`src/shared/macsr_pkg.sv`:
```
// constants, types and register map of the motion axis configuration and status bank
// How it works
// - each filter enable bit passes its input group straight when 0, filtered when 1
// - enable bit 8 limits/stops 0-1, 9 stop 2, 10 servo, 11 ext drive, 12 inputs
// - emergency stop filtering follows only the X axis copy of bit 8
// - time constant code 0 rejects 1.75 us, codes 1-7 from 224 us doubling
// - filtered input is delayed 2 us for code 0, 256 us doubling for codes 1-7
// - filter/mode and interpolation mode registers clear to zero on reset
// - general output bits drive pins, bits 7-0 X axis, bits 15-8 Y axis
// - general output register clears on reset so every output pin is low
// - vector speed field: 00 off, 01 two-axis constant speed, 10/11 invalid
// - multichip field: 00 off, 01 main, 10 sub both axes, 11 sub X only
// - bit 12 steps by external pulse input, bit 13 steps by host command
// - bit 14 enables interpolation interrupt, bit 15 bit-pattern interrupt
// - command data low and high halves written in either order, bytes allowed
// - command data is binary with two's complement negatives at command length
// - circular finish point is 32-bit signed but only 24-bit signed span is valid
// - command data registers are not cleared by reset
// - axis error flag set when finished drive shows any finish error bit 15-12
// - axis error flag set when any error information bit 6-0 is 1
// - interpolation busy flag at bit 8 reads 1 while interpolation pulses run
// - bit 9 reads 1 when next node parameters and data may be written
// - bits 12-10 report the circular interpolation region 0 to 7
// - bits 14-13 report the bit-pattern stack counter during bit-pattern mode
// - stack counter 3 full, 2 one word free, 1 two free, 0 empty and done
package macsr_pkg;
  localparam logic [7:0]  ADR_FILT_X = 8'h00;
  localparam logic [7:0]  ADR_FILT_Y = 8'h04;
  localparam logic [7:0]  ADR_GOUT   = 8'h08;
  localparam logic [7:0]  ADR_MODE   = 8'h0c;
  localparam logic [7:0]  ADR_CMD_LO = 8'h10;
  localparam logic [7:0]  ADR_CMD_HI = 8'h14;
  localparam logic [7:0]  ADR_STATUS = 8'h18;
  localparam logic [15:0] CFG_RESET  = 16'h0000;
  localparam logic [15:0] GOUT_RESET = 16'h0000;
  localparam logic        PIN_IDLE   = 1'b1;
  localparam int FILT_EN_LSB  = 8;
  localparam int FILT_TC_LSB  = 13;
  localparam int VSPD_LSB     = 8;
  localparam int ROLE_LSB     = 10;
  localparam int EXT_STEP_BIT = 12;
  localparam int CMD_STEP_BIT = 13;
  localparam int INTERP_IE    = 14;
  localparam int PATTERN_IE   = 15;
  localparam int ST_XDRIVE    = 0;
  localparam int ST_YDRIVE    = 1;
  localparam int ST_XERR      = 4;
  localparam int ST_YERR      = 5;
  localparam int ST_BUSY      = 8;
  localparam int ST_READY     = 9;
  localparam int ST_REGION    = 10;
  localparam int ST_STACK     = 13;
  localparam int NUM_PINS     = 15;
  localparam int CLOCK_MHZ    = 250;
  localparam int FILT_BASE_NS = 2000;
  localparam int FILT_STEP_NS = 256000;
  localparam int FILT_BASE_CYC = (FILT_BASE_NS * CLOCK_MHZ + 999) / 1000;
  localparam int FILT_STEP_CYC = (FILT_STEP_NS * CLOCK_MHZ + 999) / 1000;
  localparam logic [2:0] FILT_GROUP [0:14] = '{3'h0, 3'h0, 3'h0, 3'h0, 3'h1, 3'h2, 3'h2,
                                               3'h3, 3'h3, 3'h4, 3'h4, 3'h4, 3'h4, 3'h4, 3'h4};

  typedef enum logic [1:0] {
    ROLE_OFF    = 2'h0,
    ROLE_MAIN   = 2'h1,
    ROLE_SUB_XY = 2'h2,
    ROLE_SUB_X  = 2'h3
  } macsr_role_t;

  typedef struct packed {
    logic        cyc;
    logic        stb;
    logic        we;
    logic [7:0]  adr;
    logic [3:0]  sel;
    logic [31:0] dat;
  } macsr_wb_req_t;

  typedef struct packed {
    logic        ack;
    logic [31:0] dat;
  } macsr_wb_rsp_t;

  typedef struct packed {
    logic [5:0] general_input;
    logic       ext_drive_minus_in;
    logic       ext_drive_plus_in;
    logic       servo_alarm_in;
    logic       servo_in_position_in;
    logic       decel_stop_in_2;
    logic       decel_stop_in_1;
    logic       decel_stop_in_0;
    logic       minus_limit_in;
    logic       plus_limit_in;
  } macsr_axis_pins_t;

  typedef struct packed {
    logic [1:0] axis_drive_flag;
    logic [3:0] finish_err_x;
    logic [3:0] finish_err_y;
    logic [6:0] error_info_x;
    logic [6:0] error_info_y;
    logic       interp_busy_flag;
    logic       next_node_ready;
    logic       circular_active;
    logic [2:0] circle_region;
    logic       bitpattern_active;
    logic [1:0] stack_counter;
  } macsr_core_stat_t;

  typedef struct packed {
    logic [1:0]  vector_speed_mode;
    macsr_role_t multichip_role;
    logic        external_single_step_enable;
    logic        command_single_step_enable;
    logic        interp_interrupt_enable;
    logic        bitpattern_interrupt_enable;
  } macsr_mode_t;

  typedef struct packed {
    logic        level;
    logic [21:0] count;
  } macsr_filt_state_t;

  typedef struct packed {
    logic [30:0] sync1;
    logic [30:0] sync2;
    logic [15:0] filt_x;
    logic [15:0] filt_y;
    logic [15:0] gout;
    logic [15:0] mode;
    logic [31:0] cmd;
    logic        span;
    logic [15:0] status;
    logic        ack;
    logic [31:0] rdata;
  } macsr_top_state_t;
endpackage : macsr_pkg

```
`src/macsr_regs.sv`:
```
// input filters, configuration registers and main status word of the motion axis bank
//
// The address map and register access over Wishbone were decided locally.
`timescale 1ns/10ps

module macsr_filter (
  input  wire logic        clock,
  input  wire logic        reset_n,
  input  wire logic        clk_en,
  input  wire logic        sample,
  input  wire logic        enable,
  input  wire logic [21:0] threshold,
  output logic             level
);
  import macsr_pkg::*;

  macsr_filt_state_t state;
  macsr_filt_state_t next_state;

  // a change is taken only after it has held for threshold cycles, so any
  // shorter pulse is dropped; the delay is the same for both edges
  always_comb begin
    next_state = state;
    if (clk_en) begin
      if (!enable || sample == state.level) begin
        next_state.level = sample;
        next_state.count = '0;
      end else if (state.count + 22'h1 >= threshold) begin
        next_state.level = sample;
        next_state.count = '0;
      end else begin
        next_state.count = state.count + 22'h1;
      end
    end
  end

  always_ff @(posedge clock) begin
    if (!reset_n) begin
      state.level <= PIN_IDLE;
      state.count <= '0;
    end else begin
      state <= next_state;
    end
  end

  assign level = state.level;
endmodule : macsr_filter

module macsr_regs #(
  parameter int FILTER_STEP_CYCLES = macsr_pkg::FILT_STEP_CYC
) (
  input  wire logic                    clock,
  input  wire logic                    reset_n,
  input  wire logic                    clk_en,
  input  wire macsr_pkg::macsr_wb_req_t    wb_req,
  output macsr_pkg::macsr_wb_rsp_t         wb_rsp,
  input  wire logic                    emergency_stop_in,
  input  wire macsr_pkg::macsr_axis_pins_t x_pins,
  input  wire macsr_pkg::macsr_axis_pins_t y_pins,
  input  wire macsr_pkg::macsr_core_stat_t core_stat,
  output logic                         emergency_filtered,
  output macsr_pkg::macsr_axis_pins_t      x_filtered,
  output macsr_pkg::macsr_axis_pins_t      y_filtered,
  output logic [15:0]                  x_filter_mode,
  output logic [15:0]                  y_filter_mode,
  output logic [15:0]                  general_output_pins,
  output macsr_pkg::macsr_mode_t           interp_mode,
  output logic signed [31:0]           command_data_word,
  output logic                         cmd_in_circle_span,
  output logic [15:0]                  main_status_word
);
  import macsr_pkg::*;

  macsr_top_state_t  state;
  macsr_top_state_t  next_state;
  logic [1:0][4:0]   filter_enable_bits;
  logic [1:0][21:0]  thr;
  logic [30:0]       filtered;
  logic              hit;
  logic [7:0]        word_adr;
  logic [15:0]       merged;
  logic [31:0]       rd;
  logic [15:0]       st;

  // code 0 waits the short base time, codes 1 to 7 double from the step time
  function automatic logic [21:0] tc_cycles(input logic [2:0] code);
    if (code == 3'h0) begin
      return 22'(FILT_BASE_CYC);
    end
    return 22'(FILTER_STEP_CYCLES) << (code - 3'h1);
  endfunction : tc_cycles

  // byte lanes let a narrow host fill a half word one byte at a time
  function automatic logic [15:0] lane16(input logic [15:0] old, input logic [15:0] dat,
                                         input logic [1:0] sel);
    return {sel[1] ? dat[15:8] : old[15:8], sel[0] ? dat[7:0] : old[7:0]};
  endfunction : lane16

  assign filter_enable_bits[0] = state.filt_x[FILT_EN_LSB +: 5];
  assign filter_enable_bits[1] = state.filt_y[FILT_EN_LSB +: 5];
  assign thr[0] = tc_cycles(state.filt_x[FILT_TC_LSB +: 3]);
  assign thr[1] = tc_cycles(state.filt_y[FILT_TC_LSB +: 3]);

  // emergency stop is shared by both axes and is steered by the X copy only
  for (genvar i = 0; i < 31; i++) begin : g_filt
    localparam int AX = (i >= NUM_PINS && i < 2 * NUM_PINS) ? 1 : 0;
    localparam int GI = (i == 2 * NUM_PINS) ? 0 : int'(FILT_GROUP[i % NUM_PINS]);
    macsr_filter u_filt (
      .clock     (clock),
      .reset_n   (reset_n),
      .clk_en    (clk_en),
      .sample    (state.sync2[i]),
      .enable    (filter_enable_bits[AX][GI]),
      .threshold (thr[AX]),
      .level     (filtered[i])
    );
  end

  assign word_adr = {wb_req.adr[7:2], 2'b00};
  assign hit = wb_req.cyc && wb_req.stb;

  // write-only registers read back for software convenience
  always_comb begin
    case (word_adr)
      ADR_FILT_X: rd = {16'h0000, state.filt_x};
      ADR_FILT_Y: rd = {16'h0000, state.filt_y};
      ADR_GOUT:   rd = {16'h0000, state.gout};
      ADR_MODE:   rd = {16'h0000, state.mode};
      ADR_CMD_LO: rd = {16'h0000, state.cmd[15:0]};
      ADR_CMD_HI: rd = {16'h0000, state.cmd[31:16]};
      ADR_STATUS: rd = {16'h0000, state.status};
      default:    rd = 32'h00000000;
    endcase
  end

  always_comb begin
    next_state = state;
    merged = 16'h0000;
    st = 16'h0000;
    if (clk_en) begin
      next_state.sync1 = {emergency_stop_in, y_pins, x_pins};
      next_state.sync2 = state.sync1;
      // ack comes one edge after the request; it drops again the next edge
      next_state.ack = hit && !state.ack;
      next_state.rdata = (hit && !state.ack) ? rd : 32'h00000000;
      if (hit && state.ack && wb_req.we) begin
        case (word_adr)
          ADR_FILT_X: next_state.filt_x = lane16(state.filt_x, wb_req.dat[15:0], wb_req.sel[1:0]);
          ADR_FILT_Y: next_state.filt_y = lane16(state.filt_y, wb_req.dat[15:0], wb_req.sel[1:0]);
          ADR_GOUT:   next_state.gout = lane16(state.gout, wb_req.dat[15:0], wb_req.sel[1:0]);
          ADR_MODE: begin
            merged = lane16(state.mode, wb_req.dat[15:0], wb_req.sel[1:0]);
            // codes 10 and 11 are not usable, they fall back to off
            if (merged[VSPD_LSB + 1]) begin
              merged[VSPD_LSB +: 2] = 2'b00;
            end
            next_state.mode = merged;
          end
          ADR_CMD_LO: begin
            next_state.cmd[15:0] = lane16(state.cmd[15:0], wb_req.dat[15:0],
                                          wb_req.sel[1:0]);
          end
          ADR_CMD_HI: begin
            next_state.cmd[31:16] = lane16(state.cmd[31:16], wb_req.dat[15:0],
                                           wb_req.sel[1:0]);
          end
          default: begin
          end
        endcase
      end
      // a value fits the circular span when bits 31 to 23 all agree
      next_state.span = (&next_state.cmd[31:23]) || !(|next_state.cmd[31:23]);
      st[ST_XDRIVE] = core_stat.axis_drive_flag[0];
      st[ST_YDRIVE] = core_stat.axis_drive_flag[1];
      st[ST_XERR] = (!core_stat.axis_drive_flag[0] && (|core_stat.finish_err_x))
                    || (|core_stat.error_info_x);
      st[ST_YERR] = (!core_stat.axis_drive_flag[1] && (|core_stat.finish_err_y))
                    || (|core_stat.error_info_y);
      st[ST_BUSY] = core_stat.interp_busy_flag;
      st[ST_READY] = core_stat.next_node_ready;
      if (core_stat.circular_active) begin
        st[ST_REGION +: 3] = core_stat.circle_region;
      end
      // 3 full, 2 and 1 show free words, 0 empty and finished
      if (core_stat.bitpattern_active) begin
        st[ST_STACK +: 2] = core_stat.stack_counter;
      end
      next_state.status = st;
    end
  end

  always_ff @(posedge clock) begin
    if (!reset_n) begin
      state.sync1 <= {31{PIN_IDLE}};
      state.sync2 <= {31{PIN_IDLE}};
      state.filt_x <= CFG_RESET;
      state.filt_y <= CFG_RESET;
      state.gout <= GOUT_RESET;
      state.mode <= CFG_RESET;
      state.cmd <= state.cmd;
      state.span <= 1'b0;
      state.status <= 16'h0000;
      state.ack <= 1'b0;
      state.rdata <= 32'h00000000;
    end else begin
      state <= next_state;
    end
  end

  assign wb_rsp.ack = state.ack;
  assign wb_rsp.dat = state.rdata;
  assign x_filtered = filtered[14:0];
  assign y_filtered = filtered[29:15];
  assign emergency_filtered = filtered[30];
  assign x_filter_mode = state.filt_x;
  assign y_filter_mode = state.filt_y;
  assign general_output_pins = state.gout;
  assign interp_mode.vector_speed_mode = state.mode[VSPD_LSB +: 2];
  assign interp_mode.multichip_role = macsr_role_t'(state.mode[ROLE_LSB +: 2]);
  assign interp_mode.external_single_step_enable = state.mode[EXT_STEP_BIT];
  assign interp_mode.command_single_step_enable = state.mode[CMD_STEP_BIT];
  assign interp_mode.interp_interrupt_enable = state.mode[INTERP_IE];
  assign interp_mode.bitpattern_interrupt_enable = state.mode[PATTERN_IE];
  // raw two's complement; each command reads the length it needs
  assign command_data_word = state.cmd;
  assign cmd_in_circle_span = state.span;
  assign main_status_word = state.status;
endmodule : macsr_regs

```
`config.mk`:
```
export PLATFORM = sky130hd
export DESIGN_NAME = macsr_regs
export DESIGN_NICKNAME = d
export VERILOG_FILES = /design/src/shared/macsr_pkg.sv /design/src/macsr_regs.sv
export SDC_FILE = /design/constraint.sdc
export NUM_CORES = 2
export LEC_CHECK = 0
export BUFFER_PORTS_ARGS = -buffer_cell sky130_fd_sc_hd__buf_2
export CAP_MARGIN = 20
export CORE_ASPECT_RATIO = 0.9
export CORE_MARGIN = 3
export CORE_UTILIZATION = 55
export CTS_BUF_LIST = sky130_fd_sc_hd__clkbuf_8
export CTS_CLUSTER_SIZE = 8
export DETAILED_ROUTE_END_ITERATION = 16
export GPL_TIMING_DRIVEN = 0
export PLACE_DENSITY = 0.73
export SYNTH_ARGS = -nofsm -noshare
export SYNTH_HDL_FRONTEND = slang
export SYNTH_SLANG_ARGS = --single-unit
```
`constraint.sdc`:
```
create_clock -name clock -period 12.1 [get_ports clock]
set_input_delay 2.42 -clock clock [delete_from_list [all_inputs] [get_ports clock]]
set_output_delay 2.42 -clock clock [all_outputs]
set_load 0.02 [all_outputs]
```
# After elaboration in Yosys (flattened, before gate mapping)
# Index checks and enable logic that the tools add are counted.
[classes]
addsub = 33
multipliers = 0
div_mod_pow = 0
n_lt_le_gt_ge = 31
n_eq_ne = 47
shift = 2
n_mux = 117
bitwise_logic = 0
reduce_logical = 139
[op_table]
columns = ["op", "n"]
rows = [
  ["22-bit 2-to-1 mux", 35],
  ["23-bit 2-to-1 mux", 31],
  ["22-bit by 1-bit adder with 22-bit output (second input constant)", 31],
  ["22-bit >= comparator", 31],
  ["96-bit 2-to-1 mux", 2],
  ["16-bit one-hot mux with 7 select lines", 1],
  ["16-bit 2-to-1 mux", 6],
  ["2-bit AND reduction", 32],
  ["2-bit nonzero test", 31],
  ["16-bit by 3-bit left shift with 22-bit output (first input constant)", 2],
  ["8-bit 2-to-1 mux", 5],
  ["4-bit AND reduction", 9],
  ["1-bit logical OR", 34],
  ["1-bit 2-to-1 mux", 34],
  ["32-bit 2-to-1 mux", 1],
  ["1-bit == test", 31],
  ["6-bit by 3-bit == test with 1-bit output (second input constant)", 3],
  ["2-bit by 1-bit != test with 1-bit output (second input constant)", 9],
  ["5-bit AND reduction", 3],
  ["1-bit zero test", 14],
  ["7-bit OR reduction", 2],
  ["6-bit by 2-bit == test with 1-bit output (second input constant)", 2],
  ["9-bit AND reduction", 1],
  ["9-bit OR reduction", 1],
  ["other kinds (10)", 18],
]
[word_totals]
ff_bits = 916
latch_bits = 0
mem_bits_rw = 0
rom_bits = 0
input_bits = 114
out_inout_bits = 169
wordCells = 451
mem_count = 0

# Longest topological paths before layout
[depth]
depth_word = 8
depth_mapped = 17
ltp_nobuf = 15

# Hierarchy
# From an unflattened synthesis, not the netlist that was laid out.
[hier_totals]
hier_cells = 9187
area_unflattened_um2 = 73673.2
[by_module_without_submodules]
columns = ["mod", "n_inst", "cells_per_inst", "area_each_um2", "seq_area_each_um2"]
rows = [
  ["macsr_filter", 31, 267, 2084.5, 460.4],
  ["macsr_regs", 1, 910, 9053.7, 4043.9],
]

# Least setup slack after synthesis
# OpenSTA, ideal clock, no wires.
[synth_path]
path_kind = "register -> register"
startpoint = "register state, in the netlist x_filter_mode[13]"
endpoint = "register g_filt[6].u_filt.state[16] in the netlist's numbering"
setup_time_ns = 0.117
t_arrival_ns = 6.297
slack_ns = 5.686
path_stages_with_launch = 14
path_cell_list = "dfxtp_1 -> inv_1 -> ha_1 -> nand2_1 -> o21ai_0 -> ha_1 -> nand4_1 -> nor4_1 -> o211ai_1 -> a21oi_1 -> a2111oi_4 -> and2_1 -> buf_2 -> a22o_1"
[synth_between]
elab_chain_cells = 6
[synth_lines]
columns = ["element", "line", "source"]
rows = [
  ["from (decl)", "macsr_regs.sv:74", "macsr_top_state_t state;"],
  ["from (signal assigned)", "macsr_regs.sv:206", "state <= next_state;"],
  ["3-bit by 1-bit subtractor with 3-bit output / 3-bit zero test (equally long branches)", "macsr_regs.sv:90, macsr_regs.sv:87", ""],
  ["16-bit by 3-bit left shift with 22-bit output / 1-bit 2-to-1 mux (equally long branches)", "macsr_regs.sv:90, macsr_regs.sv:87", ""],
  ["22-bit 2-to-1 mux *", "macsr_regs.sv:90", "return 22'(FILTER_STEP_CYCLES) << (code - 3'h1);"],
  ["22-bit >= comparator *", "macsr_regs.sv:28", "end else if (state.count + 22'h1 >= threshold) begin"],
  ["22-bit 2-to-1 mux *", "macsr_regs.sv:28", ""],
  ["23-bit 2-to-1 mux *", "macsr_regs.sv:25", "if (!enable || sample == state.level) begin"],
  ["to (signal assigned)", "macsr_regs.sv:42", "state <= next_state;"],
  ["to (decl)", "macsr_regs.sv:17", "macsr_filt_state_t state;"],
]
# Mark *: on every way between the ends. The rest lies on a longest branch, timed or not.
# A chain may end at the register's enable or synchronous reset.

# Worst setup path after layout
[layout_path]
startpoint = "input port clk_en"
endpoint = "register state, in the netlist command_data_word[9] (enable)"
[layout_between]
elab_chain_cells = 2
[layout_lines]
columns = ["element", "line", "source"]
rows = [
  ["from (decl)", "macsr_regs.sv:54", "input wire logic clk_en,"],
  ["2-bit by 1-bit != test with 1-bit output (no line)", "-", ""],
  ["5-bit AND reduction (no line) *", "-", ""],
]
# Marks and branches as above.

==> impl_metrics.yaml <==
sta:
  clock.fmax_mhz: 151
  rsz0062_at_grt: "false"
  fin_skew_ns: 0.0382
  fin_crit_sh_pct: 54.6
  hold_ws_ns: 0.457
  hold_viol: 0
  worstMarginPinSlew_ns: 1.30
  relSlewSlack_pct: 13.1
  slew_violations: 0
  setup_viol_count_final: 0
  fin_crit_ns: 6.61
synth:
  ys_async_sr_fraction_pct: 0
  synth_top_area_share_pct: 28.5
  ys_seq_elements: 899
  syn_avg_cell_area_um2: 8.54
  syn_inst: 7132
  yosysUniqueCellTypes: 91
  yosys.area.top_type: "dfxtp_1"
  synthTopCellsByCount: "dfxtp_1, nand2_1, ha_1"
  ys_warn_count: 0
  synth_edf_count: 32
  synth_flop_cell: "dfxtp_1"
  syn-cell-area_um2: 60900
  synth-seq-area-share_pct: 30.1
  yosysMostFrequentCell: "dfxtp_1"
  synth_area_leaders: "dfxtp_1, ha_1, xnor2_1"
finish:
  area_delta_synth_final_pct: 13.0
  layout-drive-gt1-share_pct: 11.7
  nNetsFinal: 8403
  final-seq-area_um2: 18300
  final_cells: 9233
  final_util_pct: 62.8
  final_area_um2: 68900
  multiInputGateArea_um2: 39700
  fill_cells: 9375
clocking:
  clockBufferDepth: 3
  cts_resized: 0
  post-cts-setup-buffers: 0
  numCtsBuffers: 161
  numClockSinks: 899
  clkTransAtPathRegs_ns: 0.06
  ctsHtreeMaxLevel: 4
  clock_latency_ns: 0.93
  hold_buffers: 0
  cts-root-buf: "clkbuf_8"
  cts_tree: "built"
route:
  wl_per_cell_um: 24.7
  ant_nets: 0
  via_count: 59600
  wl_um: 228000
  viasPerCell: 6.46
  drt_iter0_drc: 7456
  route.detailed.drc: 0
  drtPass1Iterations: 9
global_route:
  grt_pass1_wl_um: 333000
  grt_usage_pct: 38.1
  overflow: 0
  antenna_found_initial: 16
  grt_pass1_vias: 54500
  grt_max_degree: 62
floorplanning:
  die_x_um: 357
  dieArea_um2: 115000
  fp.dieH_um: 322
  coreArea_um2: 110000
  start_util_pct: 55.6
  row_count: 115
  ioPinCount: 283
placed_design:
  place_congestion: 0.996
  dp.cells: 8920
  portBuffers: 238
  placed_area_um2: 65400
  dp_hpwl_um: 164000
worst_setup_path:
  cp.required_ns: 12.64
  cp-start-kind: "input pin"
  path_max_fanout: 10
  cp-end-kind: "register"
  crit_arrival_ns: 7.15
  worstSetupPathType: "in -> reg"
  rrSetupSlack_ns: 6.10
pwr:
  power_density_nw_per_um2: 94.4
  p_leak_nw: 29.9
  peakVddDrop_uv: 114
  power_mw: 6.50
outcome:
  status: "completed"
worst_hold_path:
  hp-class: "reg -> reg"
job:
  drv_cap: 0
[cells in the final DEF, fill, tap and decap left out, types with 79 or more instances in the layout]
| cell | n |
|---|---|
| mux2i_1 | 140 |
| nor2_1 | 361 |
| nand4_1 | 183 |
| clkbuf_8 | 216 |
| a22o_1 | 239 |
| dfxtp_1 | 867 |
| xor2_1 | 245 |
| clkbuf_1 | 273 |
| and3_1 | 171 |
| o21ai_0 | 232 |
| buf_2 | 276 |
| a31oi_1 | 79 |
| a21o_1 | 185 |
| a21oi_1 | 397 |
| nor3_1 | 155 |
| or3_1 | 88 |
| buf_4 | 168 |
| nand3_1 | 381 |
| inv_1 | 170 |
| xnor2_1 | 376 |
| nand2_1 | 725 |
| ha_1 | 667 |
[power breakdown]
part | switching [mW] | total, mW | internal (mW) | leakage (nW)
clock network | 1.40 | 3.07 | 1.67 | 1.94
logic | 0.316 | 0.419 | 0.103 | 20.7
registers | 0.0232 | 3.02 | 3.00 | 7.24
[metrics by stage]
step / worst slack [ns] / setup TNS [ns]
final: 5.49 / 0
after floorplan: 5.69 / 0
after global placement: -0.765 / -135.86
after global routing: 5.61 / 0
after CTS: 5.75 / 0
after detailed placement: 4.79 / 0
[worst max-delay path, stage by stage]
cell,delay (ns)
clkbuf_1,0.79
nand2_1,0.42
inv_1,0.17
buf_2,0.63
buf_2,0.64
clkbuf_1,0.53
clkbuf_1,0.81
and4_1,0.65
[registers in the layout, summed over array words and instances (netlist names), 16 cells and up]
register,count
command_data_word,32
g_filt.u_filt.level,31
g_filt.u_filt.state,682
general_output_pins,16
state,70
wb_rsp,17
x_filter_mode,16
y_filter_mode,16
[path summary, 6_finish.rpt]
check,start,to,cells after the start
worst max-delay path,clk_en,command_data_word[9],8
worst min-delay path,wb_rsp[5],wb_rsp[5],1
worst max register to register,x_filter_mode[13],g_filt[10].u_filt.level,15
worst min register to register,wb_rsp[5],wb_rsp[5],1
[cell type report]
| type | instances | share of cell area [%] |
|---|---|---|
| inverter | 123 | 0.670 |
| sequential | 899 | 26.6 |
| antenna | 23 | 0.0836 |
| clock buffer | 216 | 4.32 |
| buffer | 512 | 3.81 |
| multi-input combinational | 5619 | 57.7 |
| tap | 1462 | 2.66 |
| clock inverter | 73 | 0.607 |
| timing repair buffer | 306 | 3.55 |
[layer usage]
layer | global-route usage, % | vias to the layer above | wire length (um)
met1 | 49.5 | 28200 | 89400
met5 | 0 | - | 45
li1 | - | 27100 | -
met3 | 9.59 | 840 | 28200
met4 | 24.8 | 6 | 16200
met2 | 56.1 | 3469 | 93900
[cell families after synthesis]
| family | after synthesis | synth area share, % |
|---|---|---|
| buffers and inverters | 635 | 5.02 |
| multiplexers | 151 | 2.50 |
| AO/OA/AOI/OAI | 1591 | 18.2 |
| AND/OR/NAND/NOR | 2567 | 21.6 |
| other | 1 | 0.00616 |
| flip-flops | 899 | 30.1 |
| XOR/XNOR | 621 | 8.93 |
| adder cells (fa/ha/maj) | 667 | 13.7 |
Note: power is estimated with default switching activity, not from simulation.
